$ cat src/include/qec_pkg.sv
// Constants and types shared by the quadrature encoder counter
package qec_pkg;

  localparam int          QEC_CNT_W      = 32;
  localparam logic [31:0] QEC_CNT_RST    = 32'h0000_0000;
  localparam logic [31:0] QEC_MASK_NARROW = 32'h0000_ffff;
  localparam logic [31:0] QEC_MASK_WIDE  = 32'hffff_ffff;
  localparam logic [31:0] QEC_ONE        = 32'h0000_0001;
  localparam int          QEC_HI_LSB     = 16;
  localparam logic [15:0] QEC_HI_ZERO    = 16'h0000;

  // Track rate limit against the 40 MHz core clock
  localparam int QEC_CLK_HZ      = 40_000_000;
  localparam int QEC_TRK_FMAX_HZ = 1_000_000;
  localparam int QEC_EDGES_PER_P = 4;
  localparam int QEC_EDGE_GAP_CYC = QEC_CLK_HZ / (QEC_TRK_FMAX_HZ * QEC_EDGES_PER_P);

  typedef enum logic [1:0] {
    QEC_EVAL_X4,
    QEC_EVAL_X2,
    QEC_EVAL_X1,
    QEC_EVAL_PULSE
  } qec_eval_t;

  typedef enum logic [1:0] {
    QEC_STEP_NONE,
    QEC_STEP_UP,
    QEC_STEP_DN
  } qec_step_t;

  typedef struct packed {
    logic a;
    logic b;
    logic c;
  } qec_trk_t;

endpackage : qec_pkg

$ cat src/logic/qec_trk_in.sv
// Track receiver: forms track levels from true and inverted lines
`timescale 1ns/1ps
module qec_trk_in
  import qec_pkg::*;
(
  input  wire logic     mclk_i,
  input  wire logic     rstn_i,
  input  wire qec_trk_t trk_p_i,
  input  wire qec_trk_t trk_n_i,
  input  wire logic     diff_en_i,
  output qec_trk_t      trk_o,
  output qec_trk_t      trk_prev_o
);

  qec_trk_t trk_reg;
  qec_trk_t trk_next;
  qec_trk_t prev_reg;
  qec_trk_t pair_ok;

  // A pair with equal legs is invalid and the last level is kept
  assign pair_ok  = trk_p_i ^ trk_n_i;
  assign trk_next = diff_en_i ? ((pair_ok & trk_p_i) | (~pair_ok & trk_reg)) : trk_p_i;

  always_ff @(posedge mclk_i or negedge rstn_i) begin
    if (!rstn_i) begin
      trk_reg  <= '0;
      prev_reg <= '0;
    end else begin
      trk_reg  <= trk_next;
      prev_reg <= trk_reg;
    end
  end

  assign trk_o      = trk_reg;
  assign trk_prev_o = prev_reg;

endmodule : qec_trk_in

$ cat src/logic/qec_top.sv
// Quadrature decoder, position counter and latches
`timescale 1ns/1ps
// Overview of operation
// - Count up when A leads B by 90 degrees, down when it lags.
// - Four-fold mode counts every edge of tracks A and B, except when A and B change in the same sample.
// - Evaluation factor selectable: four-fold, two-fold, single, or pulse.
// - Counter and zero latch are 16 bits, or 32 bits when wide mode selected.
// - Rising track C captures the counter into the zero latch.
// - Pulse mode counts rising A edges, direction taken from B level.
// - Edges up to 1 MHz track rate, 4 M counts per second, all counted.
// - Auxiliary inputs latch, clear or preset the counter on their rising edge.
// - Differential mode forms each track from its complementary pair.
module qec_top
  import qec_pkg::*;
(
  input  wire logic        mclk_i,
  input  wire logic        rstn_i,
  input  wire qec_trk_t    trk_p_i,
  input  wire qec_trk_t    trk_n_i,
  input  wire logic        diff_en_i,
  input  wire qec_eval_t   eval_mode_i,
  input  wire logic        wide_en_i,
  input  wire logic        zlatch_en_i,
  input  wire logic        aux_latch_i,
  input  wire logic        aux_clear_i,
  input  wire logic        aux_set_i,
  input  wire logic [31:0] preset_i,
  output logic      [31:0] count_o,
  output logic             dir_o,
  output logic      [31:0] zlatch_o,
  output logic             zlatch_stb_o,
  output logic      [31:0] aux_latch_o,
  output logic             aux_latch_stb_o
);

  qec_trk_t    trk_cur;
  qec_trk_t    trk_prev;
  qec_step_t   step_w;
  logic [31:0] mask_w;
  logic [31:0] stepped_w;
  logic [31:0] count_reg;
  logic [31:0] count_next;
  logic        dir_reg;
  logic [31:0] zlatch_reg;
  logic        zlatch_stb_reg;
  logic [31:0] aux_latch_reg;
  logic        aux_latch_stb_reg;
  logic        aux_latch_d_reg;
  logic        aux_clear_d_reg;
  logic        aux_set_d_reg;
  logic        latch_rise_w;
  logic        clear_rise_w;
  logic        set_rise_w;
  logic        c_rise_w;

  qec_trk_in i_qec_trk_in (
    .mclk_i     (mclk_i),
    .rstn_i     (rstn_i),
    .trk_p_i    (trk_p_i),
    .trk_n_i    (trk_n_i),
    .diff_en_i  (diff_en_i),
    .trk_o      (trk_cur),
    .trk_prev_o (trk_prev)
  );

  // Decodes one sample pair into a count step for the selected evaluation
  function automatic qec_step_t step_of(input qec_trk_t prv, input qec_trk_t cur, input qec_eval_t mode);
    logic ea;
    logic eb;
    qec_step_t s;
    ea = prv.a ^ cur.a;
    eb = prv.b ^ cur.b;
    s  = QEC_STEP_NONE;
    case (mode)
      QEC_EVAL_X4: begin
        if (ea && !eb) s = (cur.a != cur.b) ? QEC_STEP_UP : QEC_STEP_DN;
        else if (eb && !ea) s = (cur.a == cur.b) ? QEC_STEP_UP : QEC_STEP_DN;
      end
      QEC_EVAL_X2: begin
        if (ea) s = (cur.a != cur.b) ? QEC_STEP_UP : QEC_STEP_DN;
      end
      QEC_EVAL_X1: begin
        if (ea && !cur.b) s = cur.a ? QEC_STEP_UP : QEC_STEP_DN;
      end
      QEC_EVAL_PULSE: begin
        if (ea && cur.a) s = cur.b ? QEC_STEP_DN : QEC_STEP_UP;
      end
      default: s = QEC_STEP_NONE;
    endcase
    return s;
  endfunction : step_of

  assign step_w       = step_of(trk_prev, trk_cur, eval_mode_i);
  assign mask_w       = wide_en_i ? QEC_MASK_WIDE : QEC_MASK_NARROW;
  assign latch_rise_w = aux_latch_i & ~aux_latch_d_reg;
  assign clear_rise_w = aux_clear_i & ~aux_clear_d_reg;
  assign set_rise_w   = aux_set_i & ~aux_set_d_reg;
  assign c_rise_w     = trk_cur.c & ~trk_prev.c;

  // Plain modular add: wraps at the selected width
  assign stepped_w = (step_w == QEC_STEP_UP) ? count_reg + QEC_ONE :
                     (step_w == QEC_STEP_DN) ? count_reg - QEC_ONE : count_reg;

  // Clear outranks preset, preset outranks counting
  assign count_next = clear_rise_w ? QEC_CNT_RST :
                      set_rise_w   ? (preset_i & mask_w) : (stepped_w & mask_w);

  always_ff @(posedge mclk_i or negedge rstn_i) begin
    if (!rstn_i) begin
      count_reg         <= QEC_CNT_RST;
      dir_reg           <= 1'b0;
      zlatch_reg        <= QEC_CNT_RST;
      zlatch_stb_reg    <= 1'b0;
      aux_latch_reg     <= QEC_CNT_RST;
      aux_latch_stb_reg <= 1'b0;
      aux_latch_d_reg   <= 1'b0;
      aux_clear_d_reg   <= 1'b0;
      aux_set_d_reg     <= 1'b0;
    end else begin
      count_reg         <= count_next;
      aux_latch_d_reg   <= aux_latch_i;
      aux_clear_d_reg   <= aux_clear_i;
      aux_set_d_reg     <= aux_set_i;
      zlatch_stb_reg    <= c_rise_w & zlatch_en_i;
      aux_latch_stb_reg <= latch_rise_w;
      if (step_w != QEC_STEP_NONE) begin
        dir_reg <= (step_w == QEC_STEP_DN);
      end
      if (c_rise_w && zlatch_en_i) begin
        zlatch_reg <= count_reg & mask_w;
      end else begin
        zlatch_reg <= zlatch_reg & mask_w;
      end
      if (latch_rise_w) begin
        aux_latch_reg <= count_reg;
      end
    end
  end

  assign count_o         = count_reg;
  assign dir_o           = dir_reg;
  assign zlatch_o        = zlatch_reg;
  assign zlatch_stb_o    = zlatch_stb_reg;
  assign aux_latch_o     = aux_latch_reg;
  assign aux_latch_stb_o = aux_latch_stb_reg;

  logic ref_w;
  assign ref_w = clear_rise_w | set_rise_w;
endmodule : qec_top

$ cat config.mk
export PLATFORM = sky130hd
export DESIGN_NAME = qec_top
export DESIGN_NICKNAME = d
export VERILOG_FILES = /design/src/include/qec_pkg.sv /design/src/logic/qec_trk_in.sv /design/src/logic/qec_top.sv
export SDC_FILE = /design/constraint.sdc
export NUM_CORES = 1
export LEC_CHECK = 0
export BUFFER_PORTS_ARGS = -buffer_cell sky130_fd_sc_hd__buf_2
export CAP_MARGIN = 10
export CORE_MARGIN = 5
export CORE_UTILIZATION = 55
export DETAILED_ROUTE_END_ITERATION = 6
export PLACE_DENSITY = 0.82
export SLEW_MARGIN = 15
export SYNTH_ARGS = -nofsm -noshare
export SYNTH_HDL_FRONTEND = slang
export SYNTH_HIERARCHICAL = 1
export SYNTH_SLANG_ARGS = --single-unit
$ cat constraint.sdc
create_clock -name mclk_i -period 5.5 [get_ports mclk_i]
set_input_delay 1.1 -clock mclk_i [delete_from_list [all_inputs] [get_ports mclk_i]]
set_output_delay 1.1 -clock mclk_i [all_outputs]
set_load 0.01 [all_outputs]
# Word level (Yosys, flattened, before mapping)

Index checks and enable logic that the tools add are counted.

Bits in read-only memories: 0
Latch bits: 0
Bits in registers: 108
Output and inout port bits: 99
Bits in writable memories: 0
Memories kept: 0

Divide/modulo/power cells: 0
Mux-type cells: 17
Equality and inequality tests: 7
Bitwise gates (word level): 20
Shifts and indexed selects: 0
Magnitude comparators: 0
Reductions and logical operators: 10
Add/sub/neg operators: 2
Multiply operators: 0

Operator list:

| kind                                                                   | number |
|---|---|
| 32-bit 2-to-1 mux                                                      | 6 |
| 32-bit AND                                                             | 4 |
| 32-bit by 1-bit adder with 32-bit output (second input constant)       | 1 |
| 32-bit by 1-bit subtractor with 32-bit output (second input constant)  | 1 |
| 2-bit 2-to-1 mux                                                       | 9 |
| 2-bit case mux with 4 select lines                                     | 1 |
| 3-bit AND                                                              | 2 |
| 2-bit equality test (second input constant)                            | 3 |
| 1-bit AND                                                              | 5 |
| 1-bit logical AND                                                      | 5 |
| 2-bit by 1-bit equality test with 1-bit output (second input constant) | 2 |
| 1-bit NOT                                                              | 4 |
| 1-bit logical NOT                                                      | 3 |
| 3-bit 2-to-1 mux                                                       | 1 |
| 3-bit NOT                                                              | 1 |
| 3-bit OR                                                               | 1 |
| 3-bit XOR                                                              | 1 |
| 2-bit logical NOT                                                      | 1 |
| 2-bit nonzero test                                                     | 1 |
| 1-bit XOR                                                              | 2 |
| 1-bit equality test                                                    | 1 |
| 1-bit != test                                                          | 1 |

# Depth between registers and ports, before layout

Gate-level depths: netlist of run 1.

Word-level depth: 12
Mapped depth: 17
Depth with buffers taken out: 15

# By module

Netlist of run 1, hierarchy kept.

By module, submodules not included:

| module     | area each (um2) | cells an instance | times used | seq. area each (um2) |
|---|---|---|---|---|
| qec_top    | 5549.1          | 604               | 1          | 2552.4 |
| qec_trk_in | 210.2           | 15                | 1          | 150.1 |

# Least setup slack after synthesis of run 1

No wires, ideal clock.

Path type: input port to flip-flop
From: input port eval_mode_i[1]
To: register count_reg[19] (netlist: count_o[19])
Setup time: 0.121 ns
Path slack: 1.844 ns
Path buffers: 2
Stages on the path: 14
Arrival time: 3.535 ns
Cell sequence: clkbuf_1 > a21oi_1 > a31oi_1 > nor2_1 > o32ai_1 > inv_1 > ha_1 > clkbuf_1 > and2b_2 > nand2b_4 > or4_4 > o31ai_4 > xor2_1 > a22o_2

Longest elaborated chain between the ends: 8
Elaborated cells between the ends (all ways): 12
Classes of those cells: eq/ne: 5; mux: 5; bitwise: 1; reduce/logical: 1

RTL lines:

| element                                     | RTL line       | source |
|---|---|---|
| from (decl)                                 | qec_top.sv:21  | `input wire qec_eval_t eval_mode_i,` |
| 2-bit equality test (tied with other cells) | qec_top.sv:74  | `case (mode)` |
| 2-bit case mux with 4 select lines *        | qec_top.sv:74  |  |
| 2-bit equality test                         | qec_top.sv:102 | `(step_w == QEC_STEP_DN) ? count_reg - QEC_ONE : count_reg;` |
| 32-bit 2-to-1 mux                           | qec_top.sv:102 |  |
| 32-bit 2-to-1 mux *                         | qec_top.sv:101 | `assign stepped_w = (step_w == QEC_STEP_UP) ? count_reg + QEC_ONE :` |
| 32-bit AND *                                | qec_top.sv:106 | `set_rise_w ? (preset_i & mask_w) : (stepped_w & mask_w);` |
| 32-bit 2-to-1 mux *                         | qec_top.sv:106 |  |
| 32-bit 2-to-1 mux *                         | qec_top.sv:105 | `assign count_next = clear_rise_w ? QEC_CNT_RST :` |
| net count_next[19]                          | qec_top.sv:42  | `logic [31:0] count_next;` |
| to (signal assigned)                        | qec_top.sv:120 | `count_reg <= count_next;` |
| to (decl)                                   | qec_top.sv:41  | `logic [31:0] count_reg;` |

Mark *: on every way through the listed nets, which the timed path passes. The rest lies on a longest branch.
A chain may end at the register's enable or synchronous reset.

==> results of run 1 <==
how the worst max path moves through the flow:
stage	cells past startpoint	endpoint	from
after floorplan	14	count_o[19]	eval_mode_i[1]
after global placement	14	count_o[24]	eval_mode_i[1]
after detailed placement	13	count_o[28]	eval_mode_i[1]
after CTS	14	count_o[28]	register
after global routing	14	count_o[28]	register
final	14	count_o[28]	register
placed cells by master, fill, tap and decap left out, types with 4 or more instances in the layout:
cell type,count
dfrtp_1,108
inv_1,12
mux2_2,29
o22ai_1,4
and3_1,5
a22o_1,16
a31oi_1,6
a21boi_0,17
nand2_1,114
or3_1,8
nor4_1,6
xor2_1,15
buf_2,145
a21oi_1,20
nor3_1,17
o21ai_0,39
nor2_1,27
ha_1,6
nand4_1,11
nand3_1,22
buf_4,5
xnor2_1,5
o2bb2ai_1,4
clkbuf_8,9
nand2b_1,11
a32oi_1,8
o31ai_1,5
metrics by stage:
stage,cells,util,setup slack (ns),power [µW],instance area [µm²]
global placement,855,0.631,1.44,1750,6490
floorplan,619,-,1.84,1500,5760
CTS,871,0.651,1.29,2280,6700
detailed placement,855,0.631,1.19,1770,6490
finish,871,0.651,1.25,2280,6700
global route,871,0.651,0.922,2410,6700
final cells by class:
type                       instances  area (µm²)
tap                              136         170
multi-input combinational        449        2810
clock inverter                     7        81.3
sequential                       108        2700
fill                             867        3580
clock buffer                       9         124
timing repair buffer             150         763
inverter                          12        45.0
power groups by stage:
stage	Combinational, µW	Sequential (µW)	Clock, µW
6_report	697	1070	509
3_3_place_gp	672	1070	0
4_1_cts	692	1070	521
3_5_place_dp	688	1080	0
5_1_grt	763	1090	552
2_1_floorplan	448	1050	0
cell families (layout without fill, tap and decap cells):
family / count (synthesis) / in the layout
simple gates: 243 / 243
compound gates: 150 / 150
flops: 108 / 108
buf+inv: 62 / 178
mux: 30 / 30
xor+xnor: 20 / 20
fa+ha+maj: 6 / 6
per-layer routing:
metal	vias up	wire length [µm]
met5	-	0
met4	0	306
met3	38	1340
met2	271	7730
met1	2582	6810
li1	2431	-
synth_stat cells (2+ instances only):
library cell and count:
nand2_1 114, dfrtp_1 108, clkbuf_1 43, o21ai_0 39
mux2_2 29, nor2_1 27, nand3_1 22, a21oi_1 20
a21boi_0 17, nor3_1 17, a22o_1 16, xor2_1 15
inv_1 12, nand2b_1 12, nand4_1 11, a32oi_1 8
or3_1 8, a31oi_1 6, ha_1 6, nor4_1 6
and3_1 5, buf_2 5, o31ai_1 5, xnor2_1 5
o22ai_1 4, o2bb2ai_1 4, a211oi_1 3, a21o_1 3
a221o_1 3, a22oi_1 3, o211ai_1 3, o221ai_1 3
or2_2 3, or4_1 3, or4_4 3, a211o_1 2
a221oi_1 2, nor4_2 2, nor4b_1 2, o41ai_1 2
==> run metrics, run 1 <==
post-synthesis xor/xnor area fraction 0.0304; clk_lat worst skew roughly 0.38 ns; CP arrival between 4 and 5 ns; hold buffer count at cts 0; final setup fails 0; worst-margin pin slew roughly 1 ns; worst rel slew slack 0.332; CP Class reg2reg; clk slew on worst S/H paths about 0.11 ns; ys flop type dfrtp_1; GRT Overall Usage 0.263; Max H-tree Level 3; Int Power roughly 1400 µW; Die ar. between 10000 and 15000 µm²; crit start category register; Yosys top cell by area dfrtp_1; Switching Fraction 0.382; antenna viol nets, final 0; Gate Count Post-Synth approximately 620; initial antenna violation count 0; hold depth 0; Slew Limit Fails 0; chip height ~110 µm; Reg2Reg Depth 14; largest net degree at the start of global routing 66; r2r setup slk between 1 and 1.5 ns; post-synthesis compound-gate area fraction 0.181; combinational power share 0.306; layout net count just under 800; GRT overflow 0; # port buffers 146; Post-Synth Adder-Cell Area 0.0130; Via density ~6; sequential area share after synthesis 0.469; Hold Path Class reg2reg; top cells by area, synth dfrtp_1 47%, nand2_1 7.4%, mux2_2 5.7%; die span in x around 110 µm; CTS Sinks 108; critical path's slowest cell ha_1; Root Driver clkbuf_8; wire per inst 18.6 µm; CTS tree done; Req. time, crit path 5.81 ns; main combinational cell family by area after synthesis simple AND/OR/NAND/NOR gates; Mean Syn Cell Area between 9 and 10 µm²; VDD IR max 0.226 mV; busiest grt layer met2; layout cells sized above 1 0.287; Crit path buffers/inverters 1; initial drt markers 410; via count roughly 5300; first-pass GRT wire length approximately 27000 µm; crit end category register; slowest stage delay, CP between 0.7 and 0.8 ns; Final Hold Vio Count 0; Initial Util 0.560; Synth warnings 6; Core Area 10300 µm²; period utilization 0.772; # IOs between 100 and 150; Max Cap Viol 0; synthesized flop and latch total 108; leak pwr 0.00338 µW; drt drc 0; Routability Congestion between 0.9 and 1; post-synth top area share 0.469; First-pass DRT Iterations 5; worst-path fanout max 27; fmax about 240 MHz; Flop pwr share 0.470; Synth Net Count ~670; Post-Syn Area 5760 µm²; CP delay by family, top simple AND/OR/NAND/NOR gates; dpl hpwl approximately 12000 µm; clock tree buffer depth 2; Area Growth Syn to Fin 16.3%; hold endpoint i_qec_trk_in/trk_prev_o[0]; RSZ-0062 raised after global routing no; worst clock skew approximately 0.011 ns; clock network fraction of design power 0.224; post-cts resize count 0; vias in the first global route around 5400; met2 global-route usage 0.439; worst r2r dst count_o[28]; Synth cell types between 50 and 60; outcome finished, final reports clean; number of buffers created by CTS 9; number of synthesized flops with an enable pin 0; met1 Resource Use GR 0.349; Power Dens Cells around 340 nW/µm²; Tmin final 4.25 ns; total negative slack 0 ns; met3 global-route usage 0.0501; diodes inserted 0; mux contribution to synthesized area 0.0584; net switching power 870 µW; Critical Path, Cell by Cell ha_1 -> nand2_1 -> o21ai_0 -> a21oi_1 -> nor2_1 -> o31a_1 -> inv_1 -> ha_1 -> nand2_1 -> nor4_1 -> a22oi_1 -> nor2_1 -> xor2_1 -> a22o_1; synthesized-area fraction occupied by and/or/nand/nor cells 0.204; number of setup buffers added after CTS 0; final hold slack between 0.4 and 0.5 ns; final WL ~16000 µm; floorplan row count 37; Synth async-reset ratio 1.00
Note: power is estimated with default switching activity, not from simulation.
==> run 2, diff against run 1 <==
CORE_UTILIZATION = 54   (was 55)
PLACE_DENSITY = 0.81   (was 0.82)
clock period = 4 ns   (was 5.5 ns; I/O delays follow)
==> run metrics, run 2 (synthesis gave the netlist of run 1 again) <==
wire per inst 18.7 µm (was 18.6 µm); initial drt markers 395 (was 410); Hold Path Class reg2reg (unchanged); clock tree buffer depth 2 (unchanged); worst clock skew 0.00981 ns (was 0.0109 ns); Req. time, crit path 4.27 ns (was 5.81 ns); first-pass GRT wire length 26200 µm (was 27100 µm); final WL 16400 µm (was 16200 µm); leak pwr 0.00339 µW (was 0.00338 µW); CP Class reg2reg (unchanged); total chip power 3070 µW (was 2280 µW); crit start category register (unchanged); r2r setup slk 0.34 ns (was 1.25 ns); outcome finished, final reports clean (unchanged); chip height 113 µm (was 112 µm); Max H-tree Level 3 (unchanged); slowest stage delay, CP 0.55 ns (was 0.75 ns); critical path's slowest cell or4_4 (was ha_1); Die ar. 12800 µm² (was 12600 µm²); Tmin final 3.66 ns (was 4.25 ns); combinational power share 0.317 (was 0.306); # IOs 147 (unchanged); worst rel slew slack 0.287 (was 0.332); largest net degree at the start of global routing 88 (was 66); initial antenna violation count 0 (unchanged); Routability Congestion 0.932 (was 0.978); final setup fails 0 (unchanged); via count 5262 (was 5322); hold buffer count at cts 0 (unchanged); CP arrival 3.93 ns (was 4.56 ns); number of setup buffers added after CTS 0 (unchanged); vias in the first global route 5135 (was 5412); Final Hold Vio Count 0 (unchanged); Int Power 1900 µW (was 1410 µW); GRT Overall Usage 0.252 (was 0.263); Slew Limit Fails 0 (unchanged); CP delay by family, top simple AND/OR/NAND/NOR gates (unchanged); clock network fraction of design power 0.206 (was 0.224); diodes inserted 0 (unchanged); antenna viol nets, final 0 (unchanged); worst-margin pin slew 1.07 ns (was 0.999 ns); Core Area 10400 µm² (was 10300 µm²); number of buffers created by CTS 9 (unchanged); period utilization 0.915 (was 0.772); CTS Sinks 108 (unchanged); layout cells sized above 1 0.291 (was 0.287); Crit path buffers/inverters 1 (unchanged); clk slew on worst S/H paths 0.10 ns (was 0.11 ns); clk_lat worst skew 0.38 ns (about the same); Area Growth Syn to Fin 16.6% (was 16.3%); VDD IR max 0.279 mV (was 0.226 mV); floorplan row count 37 (unchanged); First-pass DRT Iterations 5 (unchanged); fmax 273 MHz (was 236 MHz); crit end category register (unchanged); layout net count 790 (was 784); Flop pwr share 0.478 (was 0.470); Via density 6.01 (was 6.11); post-cts resize count 0 (unchanged); dpl hpwl 11900 µm (was 11500 µm); most frequent cells in the layout 145 x buf_2, 114 x nand2_1, 108 x dfrtp_1 (unchanged); CTS tree done (unchanged); worst-path fanout max 13 (was 27); die span in x 113 µm (was 112 µm); GRT overflow 0 (unchanged); RSZ-0062 raised after global routing no (unchanged); drt drc 0 (unchanged); Power Dens Cells 457 nW/µm² (was 340 nW/µm²); Max Cap Viol 0 (unchanged); most common cell after layout, fill and taps aside buf_2 (unchanged); Critical Path, Cell by Cell ha_1 -> xor2_1 -> nand3b_1 -> o21ai_0 -> o32ai_1 -> inv_1 -> ha_1 -> and2b_2 -> nand2b_4 -> or4_4 -> o31ai_4 -> xor2_1 -> a22o_2 (was ha_1 -> nand2_1 -> o21ai_0 -> a21oi_1 -> nor2_1 -> o31a_1 -> inv_1 -> ha_1 -> nand2_1 -> nor4_1 -> a22oi_1 -> nor2_1 -> xor2_1 -> a22o_1); Initial Util 0.555 (was 0.560); # port buffers 146 (unchanged); Switching Fraction 0.381 (was 0.382); Root Driver clkbuf_8 (unchanged); net switching power 1170 µW (was 870 µW); total negative slack 0 ns (unchanged)
run 2: final cells by class:
type	count	area [µm²]
Fill cell	893	3650
Tap cell	136	170
Multi-Input combinational cell	449	2810
Timing Repair Buffer	156	812
Inverter	12	45.0
Clock buffer	12	155
Clock inverter	3	21.3
Sequential cell	108	2700
run 2: per-stage QoR:
step / area [µm²] / worst slack (ns) / hold WS [ns] / utilization / std cells
2_1_floorplan: 5760 / 0.644 / 0.385 / - / 619
4_1_cts: 6710 / 0.364 / 0.439 / 0.647 / 876
6_report: 6720 / 0.341 / 0.440 / 0.648 / 876
3_3_place_gp: 6540 / 0.511 / 0.404 / 0.630 / 861
5_1_grt: 6720 / 0.0471 / 0.460 / 0.648 / 876
3_5_place_dp: 6540 / 0.403 / 0.422 / 0.630 / 861
run 2: worst paths after layout:
check | cells after the start | endpoint
worst max-delay path | 13 | count_o[19]
worst min-delay path | 0 | i_qec_trk_in/trk_prev_o[0]
worst max register to register | 13 | count_o[19]
worst min register to register | 0 | i_qec_trk_in/trk_prev_o[0]
max in group asynchronous | 2 | zlatch_o[26]
min in group asynchronous | 1 | i_qec_trk_in/trk_prev_o[0]
run 2: routing by layer:
metal | GRT usage | wire length, µm | vias to the layer above
met2 | 0.425 | 7890 | 236
met5 | 0 | 0 | -
met4 | 0.0745 | 277 | 0
met3 | 0.0342 | 1210 | 29
li1 | - | - | 2433
met1 | 0.340 | 7000 | 2564
run 2: power groups by stage:
stage,combinational [µW],clock [µW],sequential [µW]
floorplan,616,0,1440
global placement,942,0,1470
detailed placement,962,0,1480
CTS,967,642,1460
global route,1060,691,1490
finish,971,630,1460
==> run 3, diff against run 2 <==
CORE_UTILIZATION = 55   (was 54)
CTS_BUF_LIST = sky130_fd_sc_hd__clkbuf_4 sky130_fd_sc_hd__clkbuf_8   (was unset)
PLACE_DENSITY = 0.82   (was 0.81)
==> run metrics, run 3 (synthesis gave the netlist of run 1 again) <==
Hold Path Class in2async (was reg2reg); layout cells sized above 1 0.299 (was 0.291); diodes inserted 0 (unchanged); Max H-tree Level 3 (unchanged); clk slew on worst S/H paths 0.10 ns (about the same); via count 5420 (was 5262); final WL 17200 µm (was 16400 µm); worst clock skew 0.00499 ns (was 0.00981 ns); number of setup buffers added after CTS 0 (unchanged); most common cell after layout, fill and taps aside buf_2 (unchanged); Fillers 847 (was 893); vias in the first global route 5432 (was 5135); drt drc 0 (unchanged); crit start category register (unchanged); Core Area 10300 µm² (was 10400 µm²); largest net degree at the start of global routing 40 (was 88); Final Hold Vio Count 0 (unchanged); worst rel slew slack 0.322 (was 0.287); GRT overflow 0 (unchanged); Slew Limit Fails 0 (unchanged); Req. time, crit path 4.27 ns (about the same); clk_lat worst skew 0.37 ns (was 0.38 ns); first-pass GRT wire length 27900 µm (was 26200 µm); CTS Sinks 108 (unchanged); Power Dens Cells 476 nW/µm² (was 457 nW/µm²); RSZ-0062 raised after global routing no (unchanged); Max Cap Viol 0 (unchanged); CP arrival 3.96 ns (was 3.93 ns); outcome finished, final reports clean (unchanged); Initial Util 0.560 (was 0.555); worst-margin pin slew 1.01 ns (was 1.07 ns); CP Class reg2reg (unchanged); fmax 270 MHz (was 273 MHz); worst-path fanout max 13 (unchanged); Die ar. 12600 µm² (was 12800 µm²); Root Driver clkbuf_8 (unchanged); Final Util 0.661 (was 0.648); leak pwr 0.00343 µW (was 0.00339 µW); number of buffers created by CTS 9 (unchanged); FF+latch area 2700 µm² (about the same); floorplan row count 37 (unchanged); most frequent cells in the layout 145 x buf_2, 114 x nand2_1, 107 x dfrtp_1 (was 145 x buf_2, 114 x nand2_1, 108 x dfrtp_1); Tmin final 3.70 ns (was 3.66 ns); Area Growth Syn to Fin 18.0% (was 16.6%); CTS tree done (unchanged); First-pass DRT Iterations 5 (unchanged); initial drt markers 383 (was 395); # port buffers 146 (unchanged); # IOs 147 (unchanged); Routability Congestion 0.929 (was 0.932); chip height 112 µm (was 113 µm); multi-input logic area 2820 µm² (was 2810 µm²); initial antenna violation count 0 (unchanged); die span in x 112 µm (was 113 µm); dpl hpwl 12600 µm (was 11900 µm); final setup fails 0 (unchanged); total negative slack 0 ns (unchanged); clock tree buffer depth 2 (unchanged); GRT Overall Usage 0.272 (was 0.252); final hold slack 0.351 ns (was 0.440 ns); period utilization 0.924 (was 0.915); VDD IR max 0.338 mV (was 0.279 mV); layout net count 792 (was 790); hold buffer count at cts 0 (unchanged); wire per inst 19.5 µm (was 18.7 µm); crit end category register (unchanged); Via density 6.17 (was 6.01); antenna viol nets, final 0 (unchanged)
## run 3: cell count changes in the layout (fill, tap and decap cells not counted), sizes merged
cell | previous run | this run
buf | 156 | 158
inv | 13 | 14
clkinv | 1 | 0
clkinvlp | 1 | 0
bufinv | 0 | 2
## run 3: path summary, 6_finish.rpt
kind / startpoint / endpoint / slack (ns) / cells past startpoint
min in group mclk_i: register / i_qec_trk_in/trk_prev_o[0] / 0.46 / 0
setup reg to reg: register / count_o[19] / 0.30 / 12
hold / removal: rstn_i / aux_latch_o[18] / 0.35 / 1
hold reg to reg: register / i_qec_trk_in/trk_prev_o[0] / 0.46 / 0
max in group asynchronous: rstn_i / asynchronous set/reset pin / 2.78 / 2
setup / recovery: register / count_o[19] / 0.30 / 12
## run 3: worst max-delay path: stages (launching register included)
cell	delay, ns
dfrtp_2	0.50
ha_2	0.42
xor2_1	0.20
o21ai_0	0.12
o32ai_1	0.43
inv_1	0.10
ha_1	0.26
and2b_2	0.43
nand2b_4	0.09
or4_4	0.55
o31ai_4	0.20
xor2_1	0.09
a22o_2	0.21
## run 3: routing by layer
metal / up-vias / routed length, µm / GRT usage
li1: 2451 / - / -
met1: 2690 / 7190 / 0.363
met3: 34 / 1230 / 0.0528
met2: 245 / 8370 / 0.454
met5: - / 0 / 0
met4: 0 / 367 / 0.0761
## run 3: power breakdown
part,internal [µW],switching [µW]
Clock,399,373
Combinational,399,583
Sequential,1240,235
## run 3: final cells by class
class	instances	area share
multi-input combinational	449	0.415
sequential	108	0.398
timing repair buffer	158	0.121
tap	136	0.0250
clock buffer	12	0.0234
clock inverter	4	0.0114
inverter	12	0.00663
## run 3: per-stage QoR
stage | power (µW) | std cells | cell area (µm²) | setup WS (ns)
after global placement | 2430 | 863 | 6550 | 0.478
after floorplan | 2060 | 619 | 5760 | 0.644
after detailed placement | 2460 | 863 | 6550 | 0.310
after global routing | 3410 | 879 | 6800 | 0.0101
final | 3230 | 879 | 6800 | 0.303
after CTS | 3230 | 879 | 6790 | 0.283
## run 3: timing repair
item	4_1_cts	5_1_grt
endpoints found under the setup margin	0	8
hold endpoints to repair	0	0
gates resized for setup	0	3
